[src/pkg/ompl_defs.svh]
// Purpose: Offsets, field positions, reset values and opcodes of the executor
// Assumes: Included by its bare name after the package
// Notes:   Definitions only
`ifndef OMPL_DEFS_SVH
`define OMPL_DEFS_SVH

// ----------------------------------------------------------------------------
// Register byte offsets
// ----------------------------------------------------------------------------
`define OMPL_OFS_CTRL      8'h00
`define OMPL_OFS_ACC       8'h04
`define OMPL_OFS_STATUS    8'h08
`define OMPL_OFS_BANK      8'h0C
`define OMPL_OFS_PTR0      8'h10
`define OMPL_OFS_PTR1      8'h14
`define OMPL_OFS_PTR2      8'h18

// ----------------------------------------------------------------------------
// Field positions and reset values
// ----------------------------------------------------------------------------
`define OMPL_CTRL_RUN      0
`define OMPL_ST_ZERO       0
`define OMPL_ST_SIGN       1
`define OMPL_ST_UNKNOWN    2
`define OMPL_ST_BAD2       3
`define OMPL_ST_BUSY       4
`define OMPL_RST_CTRL      1'h1
`define OMPL_RST_ACC       8'h00
`define OMPL_RST_BANK      4'h0
`define OMPL_RST_PTR       12'h000

// ----------------------------------------------------------------------------
// Opcode prefixes and access bank layout
// ----------------------------------------------------------------------------
`define OMPL_OPC_OR_LIT    8'h09
`define OMPL_OPC_OR_FILE   6'h04
`define OMPL_OPC_MOVE      6'h14
`define OMPL_OPC_PLD_FIRST 10'h3B8
`define OMPL_OPC_PLD_SECND 8'hF0
`define OMPL_ACCESS_SPLIT  8'h80
`define OMPL_ACCESS_HI     4'hF
`define OMPL_ACCESS_LO     4'h0

`endif

[src/pkg/ompl_pkg.sv]
// Purpose: Types shared by the executor modules
// Assumes: Nothing
// Notes:   Constants live in ompl_defs.svh
package ompl_pkg;

  // Decoded operation
  typedef enum logic [4:0] {
    OMPL_OP_UNKNOWN = 5'h01,
    OMPL_OP_OR_LIT  = 5'h02,
    OMPL_OP_OR_FILE = 5'h04,
    OMPL_OP_MOVE    = 5'h08,
    OMPL_OP_PLD     = 5'h10
  } ompl_op_t;

  // Execution phase, one-hot
  typedef enum logic [4:0] {
    OMPL_ST_IDLE  = 5'h01,
    OMPL_ST_Q2    = 5'h02,
    OMPL_ST_Q3    = 5'h04,
    OMPL_ST_Q4    = 5'h08,
    OMPL_ST_WAIT2 = 5'h10
  } ompl_state_t;

endpackage

[src/pkg/ompl_dec_if.sv]
// Purpose: Carries an instruction word and its decoded fields
// Assumes: One decoder, one consumer
// Notes:   Purely combinational signals
`timescale 1ns/10ps
`default_nettype none
interface ompl_dec_if;
  import ompl_pkg::*;
  logic [15:0] word;        // Word under decode
  ompl_op_t    op;          // Decoded operation
  logic        to_file;     // Destination bit
  logic        use_bank;    // Bank-access bit
  logic [7:0]  faddr;       // File address / literal byte
  logic [1:0]  ptr_sel;     // Pointer selector
  logic [3:0]  lit_hi;      // Literal bits 11..8
  logic        second_ok;   // Word is a valid pointer-load second word

  modport dec  (input word, output op, to_file, use_bank, faddr, ptr_sel, lit_hi, second_ok);
  modport core (output word, input op, to_file, use_bank, faddr, ptr_sel, lit_hi, second_ok);
endinterface
`default_nettype wire

[src/hdl/ompl_decode.sv]
// Purpose: Opcode decoder for the four supported instructions
// Assumes: 16-bit instruction words
// Notes:   Anything else decodes as unknown
`timescale 1ns/10ps
`default_nettype none
`include "ompl_defs.svh"
module ompl_decode
  import ompl_pkg::*;
(
  ompl_dec_if.dec d
);

  // ---------------------------------------------------------------------------
  // Field extraction and opcode match
  // ---------------------------------------------------------------------------
  always_comb begin
    d.to_file   = d.word[9];
    d.use_bank  = d.word[8];
    d.faddr     = d.word[7:0];
    d.ptr_sel   = d.word[5:4];
    d.lit_hi    = d.word[3:0];
    d.second_ok = (d.word[15:8] == `OMPL_OPC_PLD_SECND);
    if (d.word[15:8] == `OMPL_OPC_OR_LIT) begin
      d.op = OMPL_OP_OR_LIT;
    end else if (d.word[15:10] == `OMPL_OPC_OR_FILE) begin
      d.op = OMPL_OP_OR_FILE;
    end else if (d.word[15:10] == `OMPL_OPC_MOVE) begin
      d.op = OMPL_OP_MOVE;
    end else if (d.word[15:6] == `OMPL_OPC_PLD_FIRST && d.word[5:4] != 2'h3) begin
      d.op = OMPL_OP_PLD;
    end else begin
      d.op = OMPL_OP_UNKNOWN;
    end
  end

endmodule
`default_nettype wire

[src/hdl/ompl_addr_map.sv]
// Purpose: Forms the 12-bit data address of a file operand
// Assumes: Bank pointer is 4 bits
// Notes:   Access bank splits at ACCESS_SPLIT
`timescale 1ns/10ps
`default_nettype none
`include "ompl_defs.svh"
module ompl_addr_map #(
  parameter logic [7:0] ACCESS_SPLIT = `OMPL_ACCESS_SPLIT
) (
  input  wire logic [7:0]  faddr,
  input  wire logic        use_bank,
  input  wire logic [3:0]  bank,
  output logic      [11:0] addr
);

  // ---------------------------------------------------------------------------
  // Bank select
  // ---------------------------------------------------------------------------
  always_comb begin
    if (use_bank) begin
      addr = {bank, faddr};
    end else if (faddr < ACCESS_SPLIT) begin
      addr = {`OMPL_ACCESS_LO, faddr};
    end else begin
      addr = {`OMPL_ACCESS_HI, faddr};
    end
  end

endmodule
`default_nettype wire

[src/hdl/ompl_core.sv]
// Purpose: Executes OR-literal, OR-file, move-file and pointer-load
// Assumes: Data memory reads with one cycle latency, writes on the clock edge
// Notes:   Four clocks per instruction cycle, Q1 to Q4
//
// Contract
// - OR literal into accumulator, sets N and Z
// - Move-file updates only N and Z
// - Prefix 0101 00 decodes move-file, one cycle
// - Destination 0 sends value to accumulator
// - Destination 1 writes value back to file
// - File address picks any of 256 bytes
// - Bank-access 0 uses fixed access bank
// - Bank-access 1 uses bank pointer upper bits
// - Pointer load: high part, then low byte
// - Pointer load words 1110 1110 00, 1111 0000
`timescale 1ns/10ps
`default_nettype none
`include "ompl_defs.svh"
module ompl_core
  import ompl_pkg::*;
#(
  parameter logic [7:0] ACCESS_SPLIT = `OMPL_ACCESS_SPLIT,
  parameter int         NUM_PTRS     = 3
) (
  input  wire logic        core_clk,
  input  wire logic        resetn,
  input  wire logic        wb_cyc_i,
  input  wire logic        wb_stb_i,
  input  wire logic        wb_we_i,
  input  wire logic [7:0]  wb_adr_i,
  input  wire logic [3:0]  wb_sel_i,
  input  wire logic [31:0] wb_dat_i,
  output logic             wb_ack_o,
  output logic      [31:0] wb_dat_o,
  input  wire logic        instr_valid,
  input  wire logic [15:0] instr_word,
  output logic             instr_ready,
  output logic      [11:0] dmem_addr,
  output logic             dmem_rd,
  output logic             dmem_we,
  output logic      [7:0]  dmem_wdata,
  input  wire logic [7:0]  dmem_rdata
);

  // ---------------------------------------------------------------------------
  // Helper functions
  // ---------------------------------------------------------------------------
  // Merge bus write data into an old word by byte lanes
  function automatic logic [31:0] wb_merge(input logic [31:0] old_v, input logic [31:0] new_v,
                                           input logic [3:0] sel);
    logic [31:0] r;
    r = old_v;
    for (int i = 0; i < 4; i++) begin
      if (sel[i]) begin
        r[8*i +: 8] = new_v[8*i +: 8];
      end
    end
    return r;
  endfunction

  // Sign and zero flags of a result, {sign, zero}
  function automatic logic [1:0] nz_of(input logic [7:0] v);
    return {v[7], (v == 8'h00)};
  endfunction

  // ---------------------------------------------------------------------------
  // Declarations
  // ---------------------------------------------------------------------------
  ompl_dec_if  dec ();                       // Decoder carrier
  logic [11:0] map_addr;                     // Mapped file address
  ompl_state_t state_q, state_d;             // Execution phase
  logic [15:0] ir_q, ir_d;                   // Instruction register
  logic        second_q, second_d;           // Executing second pointer-load word
  logic [1:0]  sel_q, sel_d;                 // Pointer selected by first word
  logic [7:0]  result_q, result_d;           // Q3 result
  logic [7:0]  acc_q, acc_d;                 // Accumulator
  logic        zf_q, zf_d;                   // All-clear flag
  logic        nf_q, nf_d;                   // Sign-result flag
  logic        unk_q, unk_d;                 // Sticky unknown opcode
  logic        bad2_q, bad2_d;               // Sticky bad second word
  logic        run_q, run_d;                 // Run enable
  logic [3:0]  bank_q, bank_d;               // Bank pointer register
  logic [11:0] ptr_q [NUM_PTRS];             // Indirect pointer registers
  logic [11:0] ptr_d [NUM_PTRS];
  logic [11:0] daddr_q, daddr_d;             // Data memory address
  logic        drd_q, drd_d;                 // Data memory read strobe
  logic        dwe_q, dwe_d;                 // Data memory write strobe
  logic [7:0]  dwdata_q, dwdata_d;           // Data memory write data
  logic        ack_q, ack_d;                 // Bus acknowledge
  logic [31:0] rdata_q, rdata_d;             // Bus read data
  logic [31:0] rd_mux;                       // Register read selection
  logic [31:0] wr_val;                       // Byte-merged write value
  logic        bus_req;                      // Request on the bus
  logic        sw_wr;                        // Write takes effect now
  logic        accepting;                    // Word taken this cycle
  logic [1:0]  nz;                           // Flags of the Q3 result

  // ---------------------------------------------------------------------------
  // Submodules
  // ---------------------------------------------------------------------------
  ompl_decode u_decode (
    .d (dec.dec)
  );

  ompl_addr_map #(
    .ACCESS_SPLIT (ACCESS_SPLIT)
  ) u_addr_map (
    .faddr    (dec.faddr),
    .use_bank (dec.use_bank),
    .bank     (bank_q),
    .addr     (map_addr)
  );

  // ---------------------------------------------------------------------------
  // Fetch handshake and outputs
  // ---------------------------------------------------------------------------
  // Words are taken only in Q1 of an instruction cycle
  assign instr_ready = run_q & (state_q == OMPL_ST_IDLE || state_q == OMPL_ST_WAIT2);
  assign accepting   = instr_ready & instr_valid;
  // Incoming word is decoded in Q1, the held one afterwards
  assign dec.word    = accepting ? instr_word : ir_q;
  assign dmem_addr   = daddr_q;
  assign dmem_rd     = drd_q;
  assign dmem_we     = dwe_q;
  assign dmem_wdata  = dwdata_q;
  assign wb_ack_o    = ack_q;
  assign wb_dat_o    = rdata_q;
  assign nz          = nz_of(result_q);

  // ---------------------------------------------------------------------------
  // Register read selection
  // ---------------------------------------------------------------------------
  always_comb begin
    rd_mux = 32'h0000_0000;
    if (wb_adr_i == `OMPL_OFS_CTRL) begin
      rd_mux[`OMPL_CTRL_RUN] = run_q;
    end else if (wb_adr_i == `OMPL_OFS_ACC) begin
      rd_mux[7:0] = acc_q;
    end else if (wb_adr_i == `OMPL_OFS_STATUS) begin
      rd_mux[`OMPL_ST_ZERO]    = zf_q;
      rd_mux[`OMPL_ST_SIGN]    = nf_q;
      rd_mux[`OMPL_ST_UNKNOWN] = unk_q;
      rd_mux[`OMPL_ST_BAD2]    = bad2_q;
      rd_mux[`OMPL_ST_BUSY]    = (state_q != OMPL_ST_IDLE);
    end else if (wb_adr_i == `OMPL_OFS_BANK) begin
      rd_mux[3:0] = bank_q;
    end else if (wb_adr_i == `OMPL_OFS_PTR0) begin
      rd_mux[11:0] = ptr_q[0];
    end else if (wb_adr_i == `OMPL_OFS_PTR1) begin
      rd_mux[11:0] = ptr_q[1];
    end else if (wb_adr_i == `OMPL_OFS_PTR2) begin
      rd_mux[11:0] = ptr_q[2];
    end else begin
      rd_mux = 32'h0000_0000;                // Unmapped reads zero
    end
  end

  // ---------------------------------------------------------------------------
  // Bus slave next state
  // ---------------------------------------------------------------------------
  always_comb begin
    bus_req = wb_cyc_i & wb_stb_i;
    ack_d   = bus_req & ~ack_q;               // One-cycle ack, drops after
    rdata_d = ack_d ? rd_mux : rdata_q;
    sw_wr   = bus_req & wb_we_i & ack_q;      // Write lands on the ack edge
    wr_val  = wb_merge(rd_mux, wb_dat_i, wb_sel_i);
  end

  always_ff @(posedge core_clk) begin
    if (!resetn) begin
      ack_q   <= 1'b0;
      rdata_q <= 32'h0000_0000;
    end else begin
      ack_q   <= ack_d;
      rdata_q <= rdata_d;
    end
  end

  // ---------------------------------------------------------------------------
  // Execution next state
  // ---------------------------------------------------------------------------
  always_comb begin
    state_d  = state_q;
    ir_d     = ir_q;
    second_d = second_q;
    sel_d    = sel_q;
    result_d = result_q;
    acc_d    = acc_q;
    zf_d     = zf_q;
    nf_d     = nf_q;
    unk_d    = unk_q;
    bad2_d   = bad2_q;
    run_d    = run_q;
    bank_d   = bank_q;
    ptr_d    = ptr_q;
    daddr_d  = daddr_q;
    drd_d    = 1'b0;
    dwe_d    = 1'b0;
    dwdata_d = dwdata_q;
    // Software writes first; hardware below overrides them
    if (sw_wr) begin
      if (wb_adr_i == `OMPL_OFS_CTRL) begin
        run_d = wr_val[`OMPL_CTRL_RUN];
      end else if (wb_adr_i == `OMPL_OFS_ACC) begin
        acc_d = wr_val[7:0];
      end else if (wb_adr_i == `OMPL_OFS_STATUS) begin
        zf_d   = wr_val[`OMPL_ST_ZERO];
        nf_d   = wr_val[`OMPL_ST_SIGN];
        unk_d  = unk_q & ~wr_val[`OMPL_ST_UNKNOWN];   // Write one clears
        bad2_d = bad2_q & ~wr_val[`OMPL_ST_BAD2];
      end else if (wb_adr_i == `OMPL_OFS_BANK) begin
        bank_d = wr_val[3:0];
      end else if (wb_adr_i == `OMPL_OFS_PTR0) begin
        ptr_d[0] = wr_val[11:0];
      end else if (wb_adr_i == `OMPL_OFS_PTR1) begin
        ptr_d[1] = wr_val[11:0];
      end else if (wb_adr_i == `OMPL_OFS_PTR2) begin
        ptr_d[2] = wr_val[11:0];
      end
    end
    case (state_q)
      // Q1: take a word, decode it, start the operand read
      OMPL_ST_IDLE, OMPL_ST_WAIT2: begin
        if (accepting) begin
          ir_d     = instr_word;
          second_d = (state_q == OMPL_ST_WAIT2);
          daddr_d  = map_addr;
          drd_d    = (state_q == OMPL_ST_IDLE) &&
                     (dec.op == OMPL_OP_OR_FILE || dec.op == OMPL_OP_MOVE);
          state_d  = OMPL_ST_Q2;
        end
      end
      // Q2: memory read in flight
      OMPL_ST_Q2: begin
        state_d = OMPL_ST_Q3;
      end
      // Q3: process data, queue a file write-back
      OMPL_ST_Q3: begin
        if (dec.op == OMPL_OP_OR_LIT) begin
          result_d = acc_q | dec.faddr;
        end else if (dec.op == OMPL_OP_OR_FILE) begin
          result_d = acc_q | dmem_rdata;
        end else begin
          result_d = dmem_rdata;
        end
        if (!second_q && dec.to_file &&
            (dec.op == OMPL_OP_OR_FILE || dec.op == OMPL_OP_MOVE)) begin
          dwe_d    = 1'b1;
          dwdata_d = (dec.op == OMPL_OP_OR_FILE) ? (acc_q | dmem_rdata) : dmem_rdata;
        end
        state_d = OMPL_ST_Q4;
      end
      // Q4: write accumulator, flags or pointer
      OMPL_ST_Q4: begin
        state_d = OMPL_ST_IDLE;
        if (second_q) begin
          second_d = 1'b0;
          if (dec.second_ok) begin
            ptr_d[sel_q][7:0] = ir_q[7:0];
          end else begin
            bad2_d = 1'b1;                                              // Set beats clear
          end
        end else begin
          case (dec.op)
            OMPL_OP_OR_LIT: begin
              acc_d = result_q;
              nf_d  = nz[1];
              zf_d  = nz[0];
            end
            OMPL_OP_OR_FILE, OMPL_OP_MOVE: begin
              if (!dec.to_file) begin
                acc_d = result_q;
              end
              nf_d = nz[1];
              zf_d = nz[0];
            end
            OMPL_OP_PLD: begin
              ptr_d[dec.ptr_sel][11:8] = dec.lit_hi;
              sel_d   = dec.ptr_sel;
              state_d = OMPL_ST_WAIT2;
            end
            default: begin
              unk_d = 1'b1;                                             // Set beats clear
            end
          endcase
        end
      end
      default: begin
        state_d = OMPL_ST_IDLE;
      end
    endcase
  end

  // ---------------------------------------------------------------------------
  // Execution registers
  // ---------------------------------------------------------------------------
  always_ff @(posedge core_clk) begin
    if (!resetn) begin
      state_q  <= OMPL_ST_IDLE;
      ir_q     <= 16'h0000;
      second_q <= 1'b0;
      sel_q    <= 2'h0;
      result_q <= 8'h00;
      acc_q    <= `OMPL_RST_ACC;
      zf_q     <= 1'b0;
      nf_q     <= 1'b0;
      unk_q    <= 1'b0;
      bad2_q   <= 1'b0;
      run_q    <= `OMPL_RST_CTRL;
      bank_q   <= `OMPL_RST_BANK;
      for (int i = 0; i < NUM_PTRS; i++) begin
        ptr_q[i] <= `OMPL_RST_PTR;
      end
      daddr_q  <= 12'h000;
      drd_q    <= 1'b0;
      dwe_q    <= 1'b0;
      dwdata_q <= 8'h00;
    end else begin
      state_q  <= state_d;
      ir_q     <= ir_d;
      second_q <= second_d;
      sel_q    <= sel_d;
      result_q <= result_d;
      acc_q    <= acc_d;
      zf_q     <= zf_d;
      nf_q     <= nf_d;
      unk_q    <= unk_d;
      bad2_q   <= bad2_d;
      run_q    <= run_d;
      bank_q   <= bank_d;
      ptr_q    <= ptr_d;
      daddr_q  <= daddr_d;
      drd_q    <= drd_d;
      dwe_q    <= dwe_d;
      dwdata_q <= dwdata_d;
    end
  end

endmodule
`default_nettype wire

[config.mk]
export PLATFORM = sky130hd
export DESIGN_NAME = ompl_core
export DESIGN_NICKNAME = d
export VERILOG_FILES = /design/src/pkg/ompl_pkg.sv /design/src/pkg/ompl_dec_if.sv /design/src/hdl/ompl_decode.sv /design/src/hdl/ompl_addr_map.sv /design/src/hdl/ompl_core.sv
export VERILOG_INCLUDE_DIRS = /design/src /design/src/pkg
export SDC_FILE = /design/constraint.sdc
export NUM_CORES = 1
export LEC_CHECK = 0
export ABC_AREA = 1
export BUFFER_PORTS_ARGS = -buffer_cell sky130_fd_sc_hd__clkbuf_2
export CORE_AREA = 2 2 100 175
export CTS_CLUSTER_DIAMETER = 150
export CTS_CLUSTER_SIZE = 14
export DETAILED_ROUTE_END_ITERATION = 8
export DIE_AREA = 0 0 102 177
export SLEW_MARGIN = 20
export SYNTH_ARGS = -nofsm -noshare
export SYNTH_HDL_FRONTEND = slang
export SYNTH_SLANG_ARGS = --single-unit
[constraint.sdc]
create_clock -name core_clk -period 1.9 [get_ports core_clk]
set_clock_uncertainty 0.05 [all_clocks]
set_input_delay 0.095 -clock core_clk [delete_from_list [all_inputs] [get_ports core_clk]]
set_output_delay 0.095 -clock core_clk [all_outputs]
set_load 0.05 [all_outputs]
Yosys cells after proc, flatten, opt, wreduce, memory -nomap -nowiden

Cells that the tools add are included.

Add/subtract/negate cells: 0
$mul: 0
Divide/modulo/power cells: 0
Magnitude comparators: 5
Equality and inequality tests: 23
Shift operators: 0
Multiplexer cells: 88
Bitwise gates (word level): 19
Reduce and logical (&&, ||, !) cells: 24

Operators with widths:

| cell                   | count |
|---|---|
| $mux W36               | 9 |
| $mux W12               | 14 |
| $mux W8                | 12 |
| $bwmux W36             | 2 |
| $demux W12 S2          | 2 |
| $mux W5                | 8 |
| $mux W1                | 31 |
| $eq A8 B4 Y1 const B   | 3 |
| $eq A8 B5 Y1 const B   | 3 |
| $mux W24               | 1 |
| $pmux W5 S4            | 1 |
| $logic_not A8 Y1       | 2 |
| $mux W16               | 1 |
| $or A8 B8 Y8           | 2 |
| $pmux W8 S2            | 1 |
| $mux W4                | 3 |
| $mux W11               | 1 |
| $eq A10 B10 Y1 const B | 1 |
| $eq A5 B2 Y1 const B   | 2 |
| $eq A5 B3 Y1 const B   | 2 |
| $eq A5 B4 Y1 const B   | 2 |
| $eq A5 B5 Y1 const B   | 2 |
| $reduce_and A2 Y1      | 5 |
| $and A1 B1 Y1          | 8 |
| 23 further kinds       | 41 |

Register bits: 140
Latch bits: 0
RAM bits: 0
Memory bits (read-only): 0
Bits of input ports: 74
Output and inout bits: 56
Word-level logic and storage cells: 180
Memories: 0

Logic depth before layout (Yosys ltp)

Word-level depth: 25
Gate-level depth with buffers: 18
Mapped depth without buffers: 16

Modules after synthesis

From an unflattened synthesis, not the netlist that was laid out.

Cell total of the unflattened synthesis: 981
Area total of the unflattened synthesis: 6546.3 sq um

Modules (own cells, without submodules):

| module        | instances | cells each | area an instance (sq um) | seq. area each (sq um) |
|---|---|---|---|---|
| ompl_core     | 1         | 911        | 6165.9                   | 2402.3 |
| ompl_decode   | 1         | 52         | 280.3                    | 0.0 |
| ompl_addr_map | 1         | 18         | 100.1                    | 0.0 |

Worst setup path before layout

No wires, ideal clock.

Kind: register to register
Start: reg state_q[3]
End: reg ptr_q[18] in the netlist's numbering
Setup time: 0.116 ns
Arrival: 1.789 ns
Required time: 1.734 ns
Path slack: -0.054 ns
Cell stages (with the launch flop): 15
Cells stage by stage: dfxtp_1 -> nor2_4 -> nand3_2 -> nand2_4 -> buf_6 -> nand4_1 -> nand2_2 -> inv_2 -> nor3_2 -> nand2_2 -> inv_4 -> nand2_4 -> buf_6 -> o21ai_0 -> nor2_1

Word-level cells in the longest chain between the ends: 15

RTL lines:

| element                                                                | line              | source |
|---|---|---|
| start: declaration                                                     | ompl_core.sv:71   | `ompl_state_t state_q, state_d;` |
| start signal: assignment                                               | ompl_core.sv:319  | `state_q <= state_d;` |
| $eq A5 B1 Y1 / $eq A5 B5 Y1 (equally long branches)                    | ompl_core.sv:118  | `assign instr_ready = run_q & (state_q == OMPL_ST_IDLE \|\| state_q == OMPL_ST_WAIT2);` |
| $logic_or A1 B1 Y1                                                     | ompl_core.sv:118  |  |
| $and A1 B1 Y1                                                          | ompl_core.sv:118  |  |
| $and A1 B1 Y1                                                          | ompl_core.sv:119  | `assign accepting = instr_ready & instr_valid;` |
| $mux W16                                                               | ompl_core.sv:121  | `assign dec.word = accepting ? instr_word : ir_q;` |
| $eq A10 B10 Y1 (no source line) / $ne A2 B2 Y1 (equally long branches) | n/a               |  |
| $logic_and A1 B1 Y1                                                    | ompl_decode.sv:29 | `` end else if (d.word[15:6] == `OMPL_OPC_PLD_FIRST && d.word[5:4] != 2'h3) begin `` |
| $mux W5                                                                | ompl_decode.sv:29 |  |
| $mux W5                                                                | ompl_decode.sv:27 | `` end else if (d.word[15:10] == `OMPL_OPC_MOVE) begin `` |
| $mux W5                                                                | ompl_decode.sv:25 | `` end else if (d.word[15:10] == `OMPL_OPC_OR_FILE) begin `` |
| $mux W5                                                                | ompl_decode.sv:23 | `` if (d.word[15:8] == `OMPL_OPC_OR_LIT) begin `` |
| $eq A5 B5 Y1                                                           | ompl_core.sv:264  | `case (dec.op)` |
| $mux W36                                                               | ompl_core.sv:264  |  |
| $mux W36                                                               | ompl_core.sv:256  | `if (second_q) begin` |
| $mux W36 *                                                             | ompl_core.sv:221  | `case (state_q)` |
| end signal: indexed assignment                                         | ompl_core.sv:312  | `` ptr_q[i] <= `OMPL_RST_PTR; `` |
| end signal: assignment                                                 | ompl_core.sv:331  | `ptr_q <= ptr_d;` |
| end: declaration                                                       | ompl_core.sv:83   | `logic [11:0] ptr_q [NUM_PTRS];` |

Mark *: on every way between the ends. The rest lies on a longest branch, timed or not.
A chain may end at the register's enable or synchronous reset.

Final worst setup path

Start: reg state_q[2]
End: reg ptr_q[34] in the netlist's numbering

The elaborated chain is that of the path after synthesis.

==> summary.md <==
| Metric | Value |
|---|---|
| Die area | between 15,000 and 20,000 sq um |
| GRT Resource Usage Total | 0.243 |
| #FFs+latches synth | between 100 and 150 |
| Pin count of the biggest net entering global routing | 65 |
| Top-area cell type share of the netlist area | 0.367 |
| Fraction of registers with async set/reset | 0 |
| Number of I/O pins | 130 |
| DIE HEIGHT | between 150 and 200 microns |
| Worst hold path type | in2reg |
| Fmax | ~460 MHz |
| Post-synthesis mux area share | 0.00459 |
| Die X | slightly above 100 microns |
| Worst-path clk slew | approximately 0.06 ns |
| Dpl cell area | approximately 8000 sq um |
| RSZ-0062 raised after global routing | true |
| Critical Path RT | about 2.2 ns |
| Status | complete, but fails checks |
| Post-DRT Antenna Nets | 0 |
| Commonest cells post-synth | nand2_1 (265), nor2_1 (151), dfxtp_1 (120) |
| Via Count | around 7,000 |
| Routed wl met2 | 11,300 microns |
| CTS Sinks | 120 |
| DR WL met3 | about 890 microns |
| Leading area contributor after synthesis | dfxtp_1 |
| Hold Fails Final Rpt | 0 |
| Detailed placement HPWL | approximately 16,000 microns |
| Hold Path Stages | 5 |
| Yosys warning total | 0 |
| Worst-Skew Late Latency | around 0.43 ns |
| Port Buffers | 87 |
| # rows | between 60 and 70 |
| GR Overflow Total | 0 |
| Post-layout util | 0.530 |
| Final worst slack | -0.267 ns |
| Synth Flop Type | dfxtp_1 |
| Layout cells sized above 1 | 0.267 |
| M1 WL | 7940 microns |
| Vias in the first global route | 6,670 |
| Antenna diodes | 0 |
| CTS tree | built |
| EDFF count, synth | 0 |
| Sequential cell area fraction in the yosys report | 0.367 |
| Adder-cell share of the synthesized area | 0 |
| Peak fanout along the critical path | 8 |
| Worst Tran Pin Value | roughly 0.72 ns |
| Max-slew violations | 0 |
| Routed WL per cell | around 15 microns |
| Tcrit/Tclk final | 1.14 |
| # setup viols final | between 60 and 70 |
| Max IR drop VDD | ~0.81 mV |
| Failing checks | negative setup slack |
| Crit. End Element | flip-flop |
| CP Class | reg2reg |
| Synthesized instance count | around 1,000 |
| Post-synthesis simple-gate area fraction | 0.410 |
| Clk buf depth | 2 |
| Fin area | 8850 sq um |
| Via density | approximately 4.9 |
| Max_cap viols | 0 |
| Antenna violations before repair | 0 |
| Compound-Gate Fraction of Synth Area | 0.104 |
| Power Total | between 9000 and 10,000 uW |
| Crit start category | flip-flop |
| Htree depth | 4 |
| Detailed-route DRC error count | 0 |
| Post-Synth XOR/XNOR Area | 0 |
| Main combinational cell family by area after synthesis | simple AND/OR/NAND/NOR gates |
| Initial Utilization | 0.391 |
| Pwr Density | between 1000 and 1500 nW/um^2 |
| Reg2Reg Depth | 13 |
| Wire length of the first global-routing pass | approximately 33,000 microns |
| DR pass1 iterations | 5 |
| Leakage | roughly 0.0043 uW |
| NumNets Final | 1,271 |
| Post-Synthesis Cell Area | 6540 sq um |
| Highest routed layer | met4 |
| Fillcell total | approximately 1,700 |
| DRT Wirelength | about 21,000 microns |
| Starting DRT DRC Count | roughly 310 |
| Synth area leaders | dfxtp_1 (37%), nand2_1 (15%), nor2_1 (8.7%), nand3_1 (6.9%), inv_1 (5.4%) |
| Area Growth Syn to Fin | 35.4% |
| Critical path arrival | about 2.5 ns |
| CTS Buf Count | 17 |
| GP Congestion | approximately 0.93 |
| Core Region | approximately 17,000 sq um |
| Slew margin rel. | 0.520 |
| Most common cell in the netlist | nand2_1 |
| Yosys cell types | 40 |
| Syn avg cell area | roughly 6.5 sq um |
| Root buffer cell | clkbuf_16 |
| Crit path time final | ~2.2 ns |
## timing repair
item	CTS	global route
endpoints found under the hold margin	19	0
setup buffers	3	4
pin swaps	5	4
endpoints found under the setup margin	69	70
hold buffers	13	0
gates resized for setup	28	30
cloned	4	2
## kinds of logic after synthesis
| kind of cell | after synthesis |
|---|---|
| simple gates | 587 |
| compound gates | 132 |
| mux | 3 |
| other cells | 1 |
| buf+inv | 159 |
| flops | 120 |
## per-layer routing
| layer | track usage | up-vias |
|---|---|---|
| met2 | 0.435 | 220 |
| met4 | 0.153 | 0 |
| li1 | - | 3561 |
| met1 | 0.258 | 3148 |
| met5 | 0 | - |
| met3 | 0.0371 | 62 |
## through the flow
stage	worst slack [ns]	setup TNS [ns]	hold WS, ns	std cells
floorplan	-0.0290	-0.486	0.212	1021
global placement	-0.267	-14.15	0.344	1379
detailed placement	-0.318	-17.02	0.339	1379
CTS	-0.236	-13.75	0.0194	1429
global route	-0.414	-25.28	0.0625	1435
finish	-0.267	-13.22	0.0317	1435
## sequential cells by signal, indices dropped and copies added, names as in the netlist
register	cells
bad2_q	1
dmem_addr	12
dmem_we	1
dmem_rd	1
acc_q	8
ptr_q	36
bank_q	4
sel_q	2
result_q	8
zf_q	1
wb_ack_o	1
ir_q	16
second_q	1
run_q	1
wb_dat_o	12
state_q	5
dmem_wdata	8
nf_q	1
unk_q	1
## cells in the final DEF (no fill, tap or decap), types with 7 or more instances in the layout
| master | instances |
|---|---|
| clkbuf_16 | 17 |
| nand2_1 | 242 |
| inv_1 | 94 |
| nor2_2 | 10 |
| nand2_2 | 34 |
| conb_1 | 20 |
| nand2_4 | 9 |
| dlygate4sd3_1 | 13 |
| o21ai_0 | 39 |
| nor2_1 | 147 |
| nand4_4 | 8 |
| buf_4 | 99 |
| nand4_1 | 20 |
| a21oi_1 | 65 |
| o21ai_1 | 21 |
| clkbuf_2 | 87 |
| dfxtp_1 | 117 |
| clkinv_2 | 7 |
| nand3_1 | 87 |
## worst max-delay path: stages (launching register included)
cell and delay (ns):
dfxtp_2 0.33, nor2_4 0.14, nand3_2 0.12, nand2_4 0.14
nand3_4 0.18, buf_8 0.19, nand2_2 0.09, nand2_4 0.09
a21oi_4 0.18, buf_12 0.16, nand4_4 0.19, nand2_1 0.11
nand2_1 0.05, nor2_1 0.11
## area by class of cell
class / count / area (sq um) / area share
timing repair buffer: 206 / 1440 / 0.162
clock inverter: 10 / 105 / 0.0119
inverter: 104 / 407 / 0.0459
multi-input combinational: 748 / 3770 / 0.426
clock buffer: 20 / 447 / 0.0505
tap: 227 / 284 / 0.0321
sequential: 120 / 2410 / 0.272
## worst paths after layout
path	from	slack, ns	to
worst max-delay path	state_q[2]	-0.27	ptr_q[34]
worst min register to register	dmem_addr[6]	0.42	dmem_addr[6]
worst max register to register	state_q[2]	-0.27	ptr_q[34]
worst min-delay path	instr_word[11]	0.03	ir_q[11]
## power breakdown
group / switching (uW) / internal [uW] / total [uW] / leakage (uW)
sequential: 136 / 2710 / 2850 / 0.000974
combinational: 2050 / 1100 / 3150 / 0.00301
clock: 1160 / 1930 / 3090 / 0.000271
No activity file was read; power rests on OpenSTA's default activity.
